**src/logic/sacr_pkg.sv**
```systemverilog
// Constants and types for the service acknowledge and service channel registers.
// Assumes an 8-bit host register bus that runs on the device clock.
package sacr_pkg;

  // Word-bus map offsets
  localparam logic [7:0] SACR_W_RX_ACK = 8'hEE; // Receive service acknowledge
  localparam logic [7:0] SACR_W_SC_A = 8'h82; // Service channel a
  localparam logic [7:0] SACR_W_SC_B = 8'h84; // Service channel b
  localparam logic [7:0] SACR_W_SC_C = 8'h86; // Service channel c
  localparam logic [7:0] SACR_W_CHSEL = 8'hC8; // Channel select
  // 8-bit map offsets
  localparam logic [7:0] SACR_B_RX_ACK = 8'h77;
  localparam logic [7:0] SACR_B_SC_A = 8'h41;
  localparam logic [7:0] SACR_B_SC_B = 8'h42;
  localparam logic [7:0] SACR_B_SC_C = 8'h43;
  localparam logic [7:0] SACR_B_CHSEL = 8'h64;

  // Values after reset
  localparam logic [7:0] SACR_RX_ACK_RST = 8'h80; // Ack register default / idle answer
  localparam logic [7:0] SACR_SC_RST = 8'h00; // Service channel registers
  localparam logic [2:0] SACR_CHSEL_RST = 3'h0; // Channel select
  localparam logic [7:0] SACR_UNMAPPED = 8'h00; // Answer to unmapped reads

  // Channel field position inside a service channel byte
  localparam int SACR_CH_LSB = 2;
  localparam int SACR_CH_MSB = 4;

  // Register selected by an address
  typedef enum logic [2:0] {
    SACR_SEL_NONE = 3'h0,
    SACR_SEL_ACK = 3'h1,
    SACR_SEL_SC_A = 3'h2,
    SACR_SEL_SC_B = 3'h3,
    SACR_SEL_SC_C = 3'h4,
    SACR_SEL_CHSEL = 3'h5
  } sacr_sel_t;

  // Service state, one-hot
  typedef enum logic [1:0] {
    SACR_ST_IDLE = 2'b01,
    SACR_ST_CTX = 2'b10
  } sacr_state_t;

endpackage

```
**src/logic/sacr_chan_merge.sv**
```systemverilog
// Masks a three-bit channel number into bits 4:2 of a stored service channel byte.
// Purely combinational; the caller registers the result before it reaches a pin.
`timescale 1ns/1ps
module sacr_chan_merge
  import sacr_pkg::*;
(
  input wire logic [7:0] stored_in,
  input wire logic [2:0] chan_in,
  output logic [7:0] merged_out
);

  // User bits pass, channel bits are replaced; the store itself is untouched
  always_comb begin
    merged_out = stored_in;
    merged_out[SACR_CH_MSB:SACR_CH_LSB] = chan_in;
  end

endmodule // sacr_chan_merge

```
**src/logic/sacr_top.sv**
```systemverilog
// Service acknowledge and service channel registers of an eight-channel controller.
// Assumes host strobes are synchronous one-cycle pulses on CLK_SYS_IN; map select
// and ack enable come from pins and are synchronised here.
//
// What this block does
// - Acknowledge registers read-only, read returns vector
// - Ack read is acknowledge cycle, may pass down
// - Receive ack: 8 bits, default 80, mapped
// - Three channel registers, reset zero, mapped
// - Reads substitute channel number into bits 4:2
// - Substitution never changes stored contents
// - In service context: requesting channel number
// - Outside context: channel select register value
// - Channel field binary, channels 0 to 7
// - Bits 7:5 and 1:0 kept as user storage
// - Channel select bits 2:0 hold access channel
`timescale 1ns/1ps
module sacr_top
  import sacr_pkg::*;
(
  input wire logic CLK_SYS_IN,
  input wire logic RESET_N_IN,
  input wire logic [7:0] HOST_ADDR_IN,
  input wire logic [7:0] HOST_WDATA_IN,
  input wire logic HOST_RD_IN,
  input wire logic HOST_WR_IN,
  input wire logic MAP_8BIT_IN,
  input wire logic REG_ACK_EN_IN,
  input wire logic SVC_REQ_IN,
  input wire logic [2:0] SVC_REQ_CHAN_IN,
  input wire logic [7:0] SVC_VECTOR_IN,
  input wire logic SVC_END_IN,
  output logic [7:0] HOST_RDATA_OUT,
  output logic HOST_RVALID_OUT,
  output logic ACK_TAKEN_OUT,
  output logic ACK_PASS_OUT,
  output logic SVC_CONTEXT_OUT,
  output logic [2:0] CONTEXT_CHAN_OUT
);

  // All block state in one record
  typedef struct packed {
    sacr_state_t state; // Idle or inside a service routine
    logic [2:0] ctx_chan; // Channel that was acknowledged
    logic [7:0] sc_a; // Stored service channel bytes
    logic [7:0] sc_b;
    logic [7:0] sc_c;
    logic [2:0] chan_sel; // Channel for accesses outside service
    logic [7:0] rdata; // Read data register
    logic rvalid; // Read answer pulse
    logic ack_taken; // Local acknowledge pulse
    logic ack_pass; // Acknowledge handed down the chain
    logic map_meta; // Map select synchroniser
    logic map_sync;
    logic en_meta; // Ack enable synchroniser
    logic en_sync;
  } sacr_regs_t;

  sacr_regs_t s_r; // Current state
  sacr_regs_t s_nxt; // Next state
  sacr_sel_t sel; // Register addressed this cycle
  logic [7:0] sc_stored; // Stored byte of addressed channel register
  logic [2:0] chan_src; // Channel number to mask in
  logic [7:0] sc_merged; // Byte as the host sees it
  logic rd_go; // Read accepted (write has priority)

  // Address decode for either map, shared by read and write paths
  function automatic sacr_sel_t decode(input logic [7:0] addr, input logic map8);
    sacr_sel_t r;
    r = SACR_SEL_NONE;
    if (map8) begin
      if (addr == SACR_B_RX_ACK) r = SACR_SEL_ACK;
      else if (addr == SACR_B_SC_A) r = SACR_SEL_SC_A;
      else if (addr == SACR_B_SC_B) r = SACR_SEL_SC_B;
      else if (addr == SACR_B_SC_C) r = SACR_SEL_SC_C;
      else if (addr == SACR_B_CHSEL) r = SACR_SEL_CHSEL;
    end else begin
      if (addr == SACR_W_RX_ACK) r = SACR_SEL_ACK;
      else if (addr == SACR_W_SC_A) r = SACR_SEL_SC_A;
      else if (addr == SACR_W_SC_B) r = SACR_SEL_SC_B;
      else if (addr == SACR_W_SC_C) r = SACR_SEL_SC_C;
      else if (addr == SACR_W_CHSEL) r = SACR_SEL_CHSEL;
    end
    return r;
  endfunction

  assign sel = decode(HOST_ADDR_IN, s_r.map_sync);
  assign rd_go = HOST_RD_IN && !HOST_WR_IN;

  // Pick the stored byte and the channel source
  always_comb begin
    unique case (sel)
      SACR_SEL_SC_A: sc_stored = s_r.sc_a;
      SACR_SEL_SC_B: sc_stored = s_r.sc_b;
      SACR_SEL_SC_C: sc_stored = s_r.sc_c;
      default: sc_stored = SACR_SC_RST; // Not a channel register
    endcase
    // Context picks the acknowledged channel, else the select register
    if (s_r.state == SACR_ST_CTX) begin
      chan_src = s_r.ctx_chan;
    end else begin
      chan_src = s_r.chan_sel;
    end
  end

  // Mask the channel into a copy only; storage keeps its own bits
  sacr_chan_merge sacr_chan_merge_inst (
    .stored_in(sc_stored),
    .chan_in(chan_src),
    .merged_out(sc_merged)
  );

  // Next-state logic
  always_comb begin
    s_nxt = s_r;
    s_nxt.rvalid = 1'b0;
    s_nxt.ack_taken = 1'b0;
    s_nxt.ack_pass = 1'b0;
    // Pin levels pass two flops before use
    s_nxt.map_meta = MAP_8BIT_IN;
    s_nxt.map_sync = s_r.map_meta;
    s_nxt.en_meta = REG_ACK_EN_IN;
    s_nxt.en_sync = s_r.en_meta;
    // End of service first, so an ack in the same cycle wins
    if (SVC_END_IN) begin
      s_nxt.state = SACR_ST_IDLE;
    end
    if (HOST_WR_IN) begin
      // Channel registers store whole bytes, channel select only bits 2:0; channel bits are overridden only on read
      unique case (sel)
        SACR_SEL_SC_A: s_nxt.sc_a = HOST_WDATA_IN;
        SACR_SEL_SC_B: s_nxt.sc_b = HOST_WDATA_IN;
        SACR_SEL_SC_C: s_nxt.sc_c = HOST_WDATA_IN;
        SACR_SEL_CHSEL: s_nxt.chan_sel = HOST_WDATA_IN[2:0];
        SACR_SEL_ACK: ; // Read-only, no cycle started
        SACR_SEL_NONE: ; // Unmapped write dropped
      endcase
    end else if (rd_go) begin
      unique case (sel)
        SACR_SEL_ACK: begin
          if (!s_r.en_sync) begin
            // Without ack enable the cycle is not run; idle value returned
            s_nxt.rdata = SACR_RX_ACK_RST;
            s_nxt.rvalid = 1'b1;
          end else if (SVC_REQ_IN) begin
            // Local request answers the acknowledge
            s_nxt.rdata = SVC_VECTOR_IN;
            s_nxt.rvalid = 1'b1;
            s_nxt.ack_taken = 1'b1;
            s_nxt.state = SACR_ST_CTX;
            s_nxt.ctx_chan = SVC_REQ_CHAN_IN;
          end else begin
            // Nothing local: a device further down answers
            s_nxt.ack_pass = 1'b1;
          end
        end
        SACR_SEL_SC_A, SACR_SEL_SC_B, SACR_SEL_SC_C: begin
          s_nxt.rdata = sc_merged;
          s_nxt.rvalid = 1'b1;
        end
        SACR_SEL_CHSEL: begin
          s_nxt.rdata = {5'h00, s_r.chan_sel};
          s_nxt.rvalid = 1'b1;
        end
        SACR_SEL_NONE: begin
          s_nxt.rdata = SACR_UNMAPPED; // Defined answer to unmapped address
          s_nxt.rvalid = 1'b1;
        end
      endcase
    end
  end

  // State register
  always_ff @(posedge CLK_SYS_IN or negedge RESET_N_IN) begin
    if (!RESET_N_IN) begin
      s_r.state <= SACR_ST_IDLE;
      s_r.ctx_chan <= SACR_CHSEL_RST;
      s_r.sc_a <= SACR_SC_RST;
      s_r.sc_b <= SACR_SC_RST;
      s_r.sc_c <= SACR_SC_RST;
      s_r.chan_sel <= SACR_CHSEL_RST;
      s_r.rdata <= SACR_RX_ACK_RST;
      s_r.rvalid <= 1'b0;
      s_r.ack_taken <= 1'b0;
      s_r.ack_pass <= 1'b0;
      s_r.map_meta <= 1'b0;
      s_r.map_sync <= 1'b0;
      s_r.en_meta <= 1'b0;
      s_r.en_sync <= 1'b0;
    end else begin
      s_r <= s_nxt;
    end
  end

  // Outputs straight from flops; SVC_CONTEXT_OUT decodes the state register
  assign HOST_RDATA_OUT = s_r.rdata;
  assign HOST_RVALID_OUT = s_r.rvalid;
  assign ACK_TAKEN_OUT = s_r.ack_taken;
  assign ACK_PASS_OUT = s_r.ack_pass;
  assign SVC_CONTEXT_OUT = (s_r.state == SACR_ST_CTX);
  assign CONTEXT_CHAN_OUT = s_r.ctx_chan;
endmodule // sacr_top

```
**config.mk**
```make
export PLATFORM = sky130hd
export DESIGN_NAME = sacr_top
export DESIGN_NICKNAME = d
export VERILOG_FILES = /design/src/logic/sacr_pkg.sv /design/src/logic/sacr_chan_merge.sv /design/src/logic/sacr_top.sv
export SDC_FILE = /design/constraint.sdc
export NUM_CORES = 1
export LEC_CHECK = 0
export ABC_AREA = 1
export BUFFER_PORTS_ARGS = -buffer_cell sky130_fd_sc_hd__buf_2
export CAP_MARGIN = 20
export CORE_MARGIN = 2
export CORE_UTILIZATION = 49
export DETAILED_ROUTE_END_ITERATION = 10
export PLACE_DENSITY = 0.76
export RECOVER_POWER = 50
export SYNTH_ARGS = -nofsm -noshare
export SYNTH_HDL_FRONTEND = slang
export SYNTH_SLANG_ARGS = --single-unit
```
**constraint.sdc**
```tcl
create_clock -name CLK_SYS_IN -period 1.6 [get_ports CLK_SYS_IN]
set_clock_uncertainty 0.2 [all_clocks]
set_input_delay 0.16 -clock CLK_SYS_IN [delete_from_list [all_inputs] [get_ports CLK_SYS_IN]]
set_output_delay 0.16 -clock CLK_SYS_IN [all_outputs]
set_load 0.02 [all_outputs]
```
# [Yosys cells after proc, flatten, opt, wreduce, memory -nomap -nowiden]
# Cells that the tools add are included.
[totals] reg_bits=47 latch_bits=0 ramBits=0 romBits=0 input_bits=35 output_inout_bits=15 word_cells=69 n_memories=0
[op_classes] add_sub_neg=0 mul=0 n_div=0 n_lt_le_gt_ge=0 eq_ne=17 shift=0 mux=27 bitwise=1 reduce_logical=10
[op_table] cell="$mux 3" count=14
[op_table] cell="$eq 8x7->1 const B" count=5
[op_table] cell="$eq 8x8->1 const B" count=5
[op_table] cell="$pmux 9 s4" count=1
[op_table] cell="$mux 5" count=5
[op_table] cell="$pmux 8 s3" count=1
[op_table] cell="$mux 10" count=1
[op_table] cell="$mux 9" count=1
[op_table] cell="$reduce_and 2->1" count=4
[op_table] cell="$eq 3x2->1 const B" count=2
[op_table] cell="$eq 3x3->1 const B" count=2
[op_table] cell="$mux 2" count=3
[op_table] cell="$reduce_and 5->1" count=1
[op_table] cell="$eq 3x1->1 const B" count=1
[op_table] cell="$logic_not 3->1" count=1
[op_table] cell="$ne 3x3->1 const B" count=1
[op_table] cell="$reduce_and 3->1" count=1
[op_table] cell="$reduce_or 3->1" count=1
[op_table] cell="$eq 2x2->1 const B" count=1
[op_table] cell="$logic_and 1x1->1" count=1
[op_table] cell="$logic_not 1->1" count=1
[op_table] cell="$mux 1" count=1
[op_table] cell="$not 1->1" count=1

# [Depth between registers and ports, before layout]
# Gate-level depths: netlist (run 1).
[logic_depth] depth_word=12 ltp_mapped=15 depth_no_buf=14

# [By module]
# A second synthesis (run 1) with hierarchy kept.
[hier_totals] hier_cells=355 area_unflattened_um2=2783.9
[by_module_without_submodules] module="sacr_top" instances=1 cells_each=347 area_per_inst_um2=2723.9 seq_area_each_um2=1178.6
[by_module_without_submodules] module="sacr_chan_merge" instances=1 cells_each=8 area_per_inst_um2=60.1 seq_area_each_um2=0.0

# [Worst setup path before layout (run 1)]
# Ideal clock, no wire load.
[synth_path] path_kind="flip-flop to flip-flop" from="register s_r[2] (netlist bit)" to="register s_r[41] (netlist bit)" setup_time_ns=0.122 arrival_time_ns=1.188 t_required_ns=1.278 slack_ns=0.090 path_stages_with_launch=10 path_buffers=1 synth_period_minus_slack_ns=1.510 path_cell_list="dfrtp_1 inv_1 nand2_1 inv_1 nand2_2 nand2_4 buf_12 nand3_2 nand2_1 o21ai_1"
[synth_via] elab_chain_cells=3
[synth_rtl] element="start: declaration" line_no="sacr_top.sv:59" text="sacr_regs_t s_r;"
[synth_rtl] element="start signal: assignment" line_no="sacr_top.sv:191" text="s_r <= s_nxt;"
[synth_rtl] element="$mux 3" line_no="sacr_top.sv:71" text="if (map8) begin"
[synth_rtl] element="$eq 3x2->1" line_no="sacr_top.sv:130" text="unique case (sel)"
[synth_rtl] element="$reduce_and 2->1 (no line)"
# Every way passes these cells.
# A chain may end at the register's enable or synchronous reset.

# [Worst setup path after layout (run 1)]
[layout_path] from="register s_r[2] (netlist bit)" to="register s_r (netlist bit HOST_RDATA_OUT[1])"
[layout_via] elab_chain_cells=4 elab_cells_between_ends=12 classes_between="eq/ne (6); mux (3); reduce/logical (3)"
[layout_rtl] element="$mux 3 *" line_no="sacr_top.sv:71"
[layout_rtl] element="$eq 3x3->1 (tied with other cells)" line_no="sacr_top.sv:92, sacr_top.sv:139"
[layout_rtl] element="$pmux 8 s3 (tied with other cells)" line_no="sacr_top.sv:92" text="unique case (sel)"
[layout_rtl] element="$pmux 9 s4 / $reduce_and 3->1 (equally long branches)"
# Every way passes the cells marked *; elsewhere a longest branch is shown, timed or not.

==> qor.txt, run 1 <==
Clk pwr share -> 33.0%
commonest non-fill, non-tap cell in the layout -> nand2_1
core area -> 0.004444 mm^2
warnings from Yosys -> 0
post-DR vias/cell -> 5.206
first-pass GRT wire length -> 8.970 mm
failing checks -> setup timing
violation count after the first detailed-route iteration -> 141
post-synth top area share -> 39.09%
Final Power -> 2179 uW
final hold vios -> 0
placed instance area -> 0.002551 mm^2
VDD IR max -> 0.5531 mV
Num Clock Sinks -> 38
Die Span Y -> 72.58 um
clock slew at reported path FFs -> 0.08 ns
num rows -> 24
Required @ worst endpoint -> 1.59 ns
worst rel slew slack -> 38.37%
CP Launch Type -> flip-flop
clk buf depth -> 2
Yosys top cell by area -> dfrtp_1
Placer Congestion -> 0.8507
drc violations -> 0
CTS buffer count -> 5
Die W -> 72.58 um
Tmin final -> 1.657 ns
Tcrit/Tclk final -> 103.6%
sequential power share -> 48.6%
top cells by area, synth -> dfrtp_1, nand2_1, nor2_1
Non-Filler Instances -> 441
# placed instances -> 407
Synth Net Count -> 349
Post-Syn Area -> 0.002305 mm^2
drt wl/cell -> 13.51 um
switching share of power -> 29.75%
remaining global-route overflow -> 0
status -> finished, violations left
design area -> 0.003112 mm^2
RSZ-0062 raised after global routing -> true
total track usage -> 21.71%
power per standard cell area -> 700.3 mW/mm^2
Vias -> 2,296
Sw Pwr -> 648.2 uW
Seq/Total Area, Yosys -> 41.37%
Ports -> 50
Int Power -> 1531 uW
worst skew pair latency -> 0.29 ns
root buffer cell -> clkbuf_8
max-capacitance violation count -> 0
initial antenna violation count -> 0
ANT nets after route -> 0
vias in the first global route -> 1,964
drt pass-1 iters -> 5
initial core utilization -> 51.86%
Gate Count Post-Synth -> 314
largest net degree at the start of global routing -> 39
Worst Hold Class -> primary input to flip-flop
Mean Syn Cell Area -> 7.340 um^2
post-synthesis sequential element count -> 38
Fmax -> 0.6034 GHz
Final WS setup -> -0.05717 ns
CTS tree -> yes
worst slew pin tran -> 0.9244 ns
Worst Path Max Fanout -> 6
most frequent cells in the layout -> nand2_1, buf_2, dfrtp_1, nor2_1, inv_1
nets -> 423
fin. max-slew vios -> 0
worst reg2reg setup slack -> -0.06 ns
die footprint -> 0.005268 mm^2
critical path class -> flip-flop to flip-flop
Crit. End Element -> flip-flop
post-place setup slack -> -0.2280 ns
HPWL Detailed -> 3.687 mm
Routed Wire Length -> 5.960 mm
Area Overhead vs Synth -> 35.02%
ANT cells -> 0
Distinct cells, synth -> 27
Crit path arrival time -> 1.65 ns
power share of the combinational group -> 18.4%
H-tree Lvls -> 2
Final Setup Violations -> 19
leak pwr -> 0.001610 uW
share of cells above drive strength 1 -> 38.05%
Buffers on Ports -> 47
## metrics by stage
stage               util (%)  hold slack [ns]   TNS, ns
finish                 70.02          0.04552   -0.4103
global route           70.02          0.07672    -2.203
CTS                    65.96          0.04446  -0.03815
detailed placement     57.40          0.03219    -5.773
global placement       57.40          0.02685    -5.174
floorplan                  -          -0.3356         0
## sequential cells by signal, summed over array words and instances, names as in the netlist
name              flops
s_nxt                 2
ACK_TAKEN_OUT         1
HOST_RVALID_OUT       1
CONTEXT_CHAN_OUT      3
ACK_PASS_OUT          1
HOST_RDATA_OUT        8
s_r                  22
## synthesized netlist by cell type, drive strengths merged
library cell,n
nand2,118
nor2,49
dfrtp,36
inv,35
nand3,26
o21ai,25
buf,12
a21oi,4
dfstp,2
nand4,2
o21a,2
and3,1
clkbuf,1
nor3,1
## area by class of cell
class	count	area (um^2)
Tap cell	52	65.06
Clock buffer	6	82.58
Sequential cell	38	953.4
Clock inverter	2	16.27
Inverter	35	146.4
Timing Repair inverter	1	3.754
Fill cell	348	1333
Multi-Input combinational cell	233	1343
Timing Repair Buffer	74	501.7
## metal layers
| layer | vias up | wire [um] | track usage (%) |
|---|---|---|---|
| met5 | - | 0 | 0 |
| met1 | 1068 | 2561 | 31.84 |
| met2 | 88 | 2962 | 32.83 |
| met3 | 10 | 344 | 4.282 |
| met4 | 0 | 91 | 6.173 |
| li1 | 1130 | - | - |
## final timing paths
check | startpoint | end | depth (start not counted)
max in group asynchronous | RESET_N_IN | s_r[19] | 3
min in group asynchronous | RESET_N_IN | HOST_RDATA_OUT[6] | 3
worst min-delay path | SVC_VECTOR_IN[4] | HOST_RDATA_OUT[4] | 5
worst max-delay path | s_r[2] | HOST_RDATA_OUT[1] | 10
worst min register to register | s_nxt[2] | s_r[2] | 0
worst max register to register | s_r[2] | HOST_RDATA_OUT[1] | 10
## power groups by stage
stage               combinational (uW)  clock (uW)  sequential (uW)
CTS                                368         733             1050
global placement                   312           0             1070
global route                       442         774             1070
finish                             401         719             1060
detailed placement                 319           0             1070
floorplan                          222           0             1070
## what timing repair did
item / in CTS / in global routing
gates cloned: 3 / 3
buffers inserted: 3 / 3
hold endpoints to repair: 59 / 0
pin swaps: 11 / 12
resized for setup: 18 / 38
hold buffers: 14 / 0
endpoints found under the setup margin: 23 / 32
## cell families (layout without fill, tap and decap cells)
family / Yosys count / after routing / synth area share (%)
and+or+nand+nor: 197 / 202 / 40.34
buffers and inverters: 48 / 118 / 10.86
AOI/OAI and AO/OA: 31 / 31 / 7.438
DFF: 38 / 38 / 41.37
## critical path: stages, from the launching register on
cell	delay, ns
dfrtp_1	0.42
inv_2	0.09
nand2_1	0.12
nand2_4	0.12
buf_4	0.16
nand3_1	0.09
nand2_1	0.08
nor2_2	0.10
nand2_2	0.05
nand2_1	0.07
nand2_1	0.04
No activity file was read; power rests on OpenSTA's default activity.
==> inputs of run 2 (changes only) <==
--- a/config.mk
+++ b/config.mk
@@ -6,12 +6,12 @@
 export NUM_CORES = 1
 export LEC_CHECK = 0
 export ABC_AREA = 1
-export BUFFER_PORTS_ARGS = -buffer_cell sky130_fd_sc_hd__buf_2
 export CAP_MARGIN = 20
 export CORE_MARGIN = 2
-export CORE_UTILIZATION = 49
+export CORE_UTILIZATION = 50
 export DETAILED_ROUTE_END_ITERATION = 10
-export PLACE_DENSITY = 0.76
+export DONT_BUFFER_PORTS = 1
+export PLACE_DENSITY = 0.68
 export RECOVER_POWER = 50
 export SYNTH_ARGS = -nofsm -noshare
 export SYNTH_HDL_FRONTEND = slang
==> qor.txt, run 2 (synthesis results as in run 1) <==
worst reg2reg setup slack -> -0.05 ns (was -0.06 ns)
worst slew pin tran -> 0.8884 ns (was 0.9244 ns)
Area Overhead vs Synth -> 22.37% (was 35.02%)
H-tree Lvls -> 2 (unchanged)
vias in the first global route -> 1,928 (was 1,964)
fin. max-slew vios -> 0 (unchanged)
max-capacitance violation count -> 0 (unchanged)
remaining global-route overflow -> 0 (unchanged)
Buffers on Ports -> 0 (was 47)
register area -> 953.4 um^2 (unchanged)
Crit. End Element -> flip-flop (unchanged)
status -> finished, violations left (unchanged)
post-DR vias/cell -> 5.124 (was 5.206)
Fmax -> 0.6070 GHz (was 0.6034 GHz)
initial antenna violation count -> 0 (unchanged)
CTS buffer count -> 5 (unchanged)
final hold vios -> 0 (unchanged)
CP Launch Type -> flip-flop (unchanged)
RSZ-0062 raised after global routing -> true (unchanged)
HPWL Detailed -> 3.367 mm (was 3.687 mm)
first-pass GRT wire length -> 8.569 mm (was 8.970 mm)
design area -> 0.002820 mm^2 (was 0.003112 mm^2)
Worst Hold Class -> primary input to flip-flop (unchanged)
Hold Path Stages -> 4 (was 5)
WHS Endpoint -> HOST_RDATA_OUT[6] (was HOST_RDATA_OUT[4])
Tmin final -> 1.648 ns (was 1.657 ns)
combined area of the multi-input logic cells -> 0.001255 mm^2 (was 0.001343 mm^2)
critical path class -> flip-flop to flip-flop (unchanged)
Tcrit/Tclk final -> 103.0% (was 103.6%)
num rows -> 24 (unchanged)
drt wl/cell -> 12.75 um (was 13.51 um)
hold slack -> 0.01190 ns (was 0.04552 ns)
Required @ worst endpoint -> 1.63 ns (was 1.59 ns)
Worst Path Max Fanout -> 7 (was 6)
worst rel slew slack -> 40.77% (was 38.37%)
CTS tree -> yes (unchanged)
initial core utilization -> 52.57% (was 51.86%)
ANT nets after route -> 0 (unchanged)
fin util -> 64.33% (was 70.02%)
core area -> 0.004384 mm^2 (was 0.004444 mm^2)
placed instance area -> 0.002286 mm^2 (was 0.002551 mm^2)
R2R Path Start -> s_r[2] (unchanged)
leak pwr -> 0.001395 uW (was 0.001610 uW)
VDD IR max -> 0.6504 mV (was 0.5531 mV)
clk buf depth -> 2 (unchanged)
total track usage -> 20.90% (was 21.71%)
drc violations -> 0 (unchanged)
Hold Startpoint -> SVC_VECTOR_IN[6] (was SVC_VECTOR_IN[4])
die footprint -> 0.005168 mm^2 (was 0.005268 mm^2)
setup TNS -> -0.2547 ns (was -0.4103 ns)
clock slew at reported path FFs -> 0.08 ns (about the same)
violation count after the first detailed-route iteration -> 113 (was 141)
Reg2Reg Depth -> 11 (was 10)
Biggest register -> s_r (unchanged)
Placer Congestion -> 0.8300 (was 0.8507)
Vias -> 2,029 (was 2,296)
Routed Wire Length -> 5.050 mm (was 5.960 mm)
share of cells above drive strength 1 -> 22.97% (was 38.05%)
power per standard cell area -> 730.9 mW/mm^2 (was 700.3 mW/mm^2)
Die W -> 71.89 um (was 72.58 um)
worst r2r dst -> HOST_RDATA_OUT[7] (was HOST_RDATA_OUT[1])
nets -> 378 (was 423)
Final Setup Violations -> 13 (was 19)
ANT cells -> 0 (unchanged)
most frequent cells in the layout -> nand2_1, nor2_1, dfrtp_1, inv_1, dlygate4sd3_1 (was nand2_1, buf_2, dfrtp_1, nor2_1, inv_1)
drt pass-1 iters -> 5 (unchanged)
Num Clock Sinks -> 38 (unchanged)
largest net degree at the start of global routing -> 39 (unchanged)
Ports -> 50 (unchanged)
root buffer cell -> clkbuf_8 (unchanged)
failing checks -> setup timing (unchanged)
Crit path arrival time -> 1.68 ns (was 1.65 ns)
worst skew pair latency -> 0.29 ns (about the same)
Final WS setup -> -0.04758 ns (was -0.05717 ns)
commonest non-fill, non-tap cell in the layout -> nand2_1 (unchanged)
Die Span Y -> 71.89 um (was 72.58 um)
Fillers -> 397 (was 348)
max reg flops -> 22 (unchanged)
==> run 2: changes by cell type in the layout (fill, tap and decap cells not counted), sizes merged <==
cell,change
inv,-1
buf,-51
clkinv,+1
nand3,-2
dlygate4sd3,+8
==> run 2: how the worst max path moves through the flow <==
stage,from,end,slack (ns),cells after the start
2_1_floorplan,s_r[2],s_r[41],0.09,9
3_3_place_gp,HOST_ADDR_IN[4],HOST_RDATA_OUT[5],-0.09,11
3_5_place_dp,HOST_ADDR_IN[1],s_r[16],-0.1,9
4_1_cts,s_r[2],CONTEXT_CHAN_OUT[2],-0.03,6
5_1_grt,s_r[2],HOST_RDATA_OUT[7],-0.16,11
6_report,s_r[2],HOST_RDATA_OUT[7],-0.05,11
==> run 2: area by class of cell <==
type	count	area share [%]
Clock buffer	6	2.928
Clock inverter	2	0.4437
Inverter	35	5.102
Multi-Input combinational cell	231	44.50
Sequential cell	38	33.81
Tap cell	52	2.307
Timing Repair Buffer	31	10.69
Timing Repair inverter	1	0.2218
==> run 2: timing repair <==
| action | 4_1_cts | 5_1_grt |
|---|---|---|
| endpoints found under the hold margin | 70 | 1 |
| buffers inserted | 0 | 5 |
| pin swaps | 8 | 11 |
| resized for setup | 12 | 22 |
| cloned | 3 | 1 |
| hold buffers | 22 | 1 |
| endpoints found under the setup margin | 23 | 32 |
==> run 2: power by group <==
| group | switching (uW) | internal, uW | total (uW) |
|---|---|---|---|
| Sequential | 68.9 | 1020 | 1090 |
| Clock | 333 | 346 | 680 |
| Combinational | 173 | 118 | 292 |
| Total | 576 | 1490 | 2060 |
==> run 2: metal layers <==
metal	vias to the layer above	wire [um]	track usage, %
li1	1025	-	-
met1	941	2335	29.16
met2	57	2433	33.02
met3	6	235	4.861
met4	0	45	5.660
met5	-	0	0
==> run 2: worst max-delay path, cell delays in order (launching register included) <==
cell and delay (ns):
dfrtp_1 0.41, inv_2 0.07, nand2_2 0.07, nor2_2 0.05, nor2_4 0.23, buf_12 0.15, nand3_4 0.08, inv_2 0.08
nand2_1 0.06, nand3_1 0.08, nand2_1 0.05, nand2_1 0.05
==> run 2: metrics by stage <==
| stage | setup slack (ns) | total power, uW | std cells |
|---|---|---|---|
| after floorplan | 0.09016 | 1288 | 314 |
| after global placement | -0.09052 | 1286 | 356 |
| after detailed placement | -0.09813 | 1291 | 356 |
| after CTS | -0.02731 | 2062 | 389 |
| after global routing | -0.1562 | 2154 | 396 |
| final | -0.04758 | 2061 | 396 |
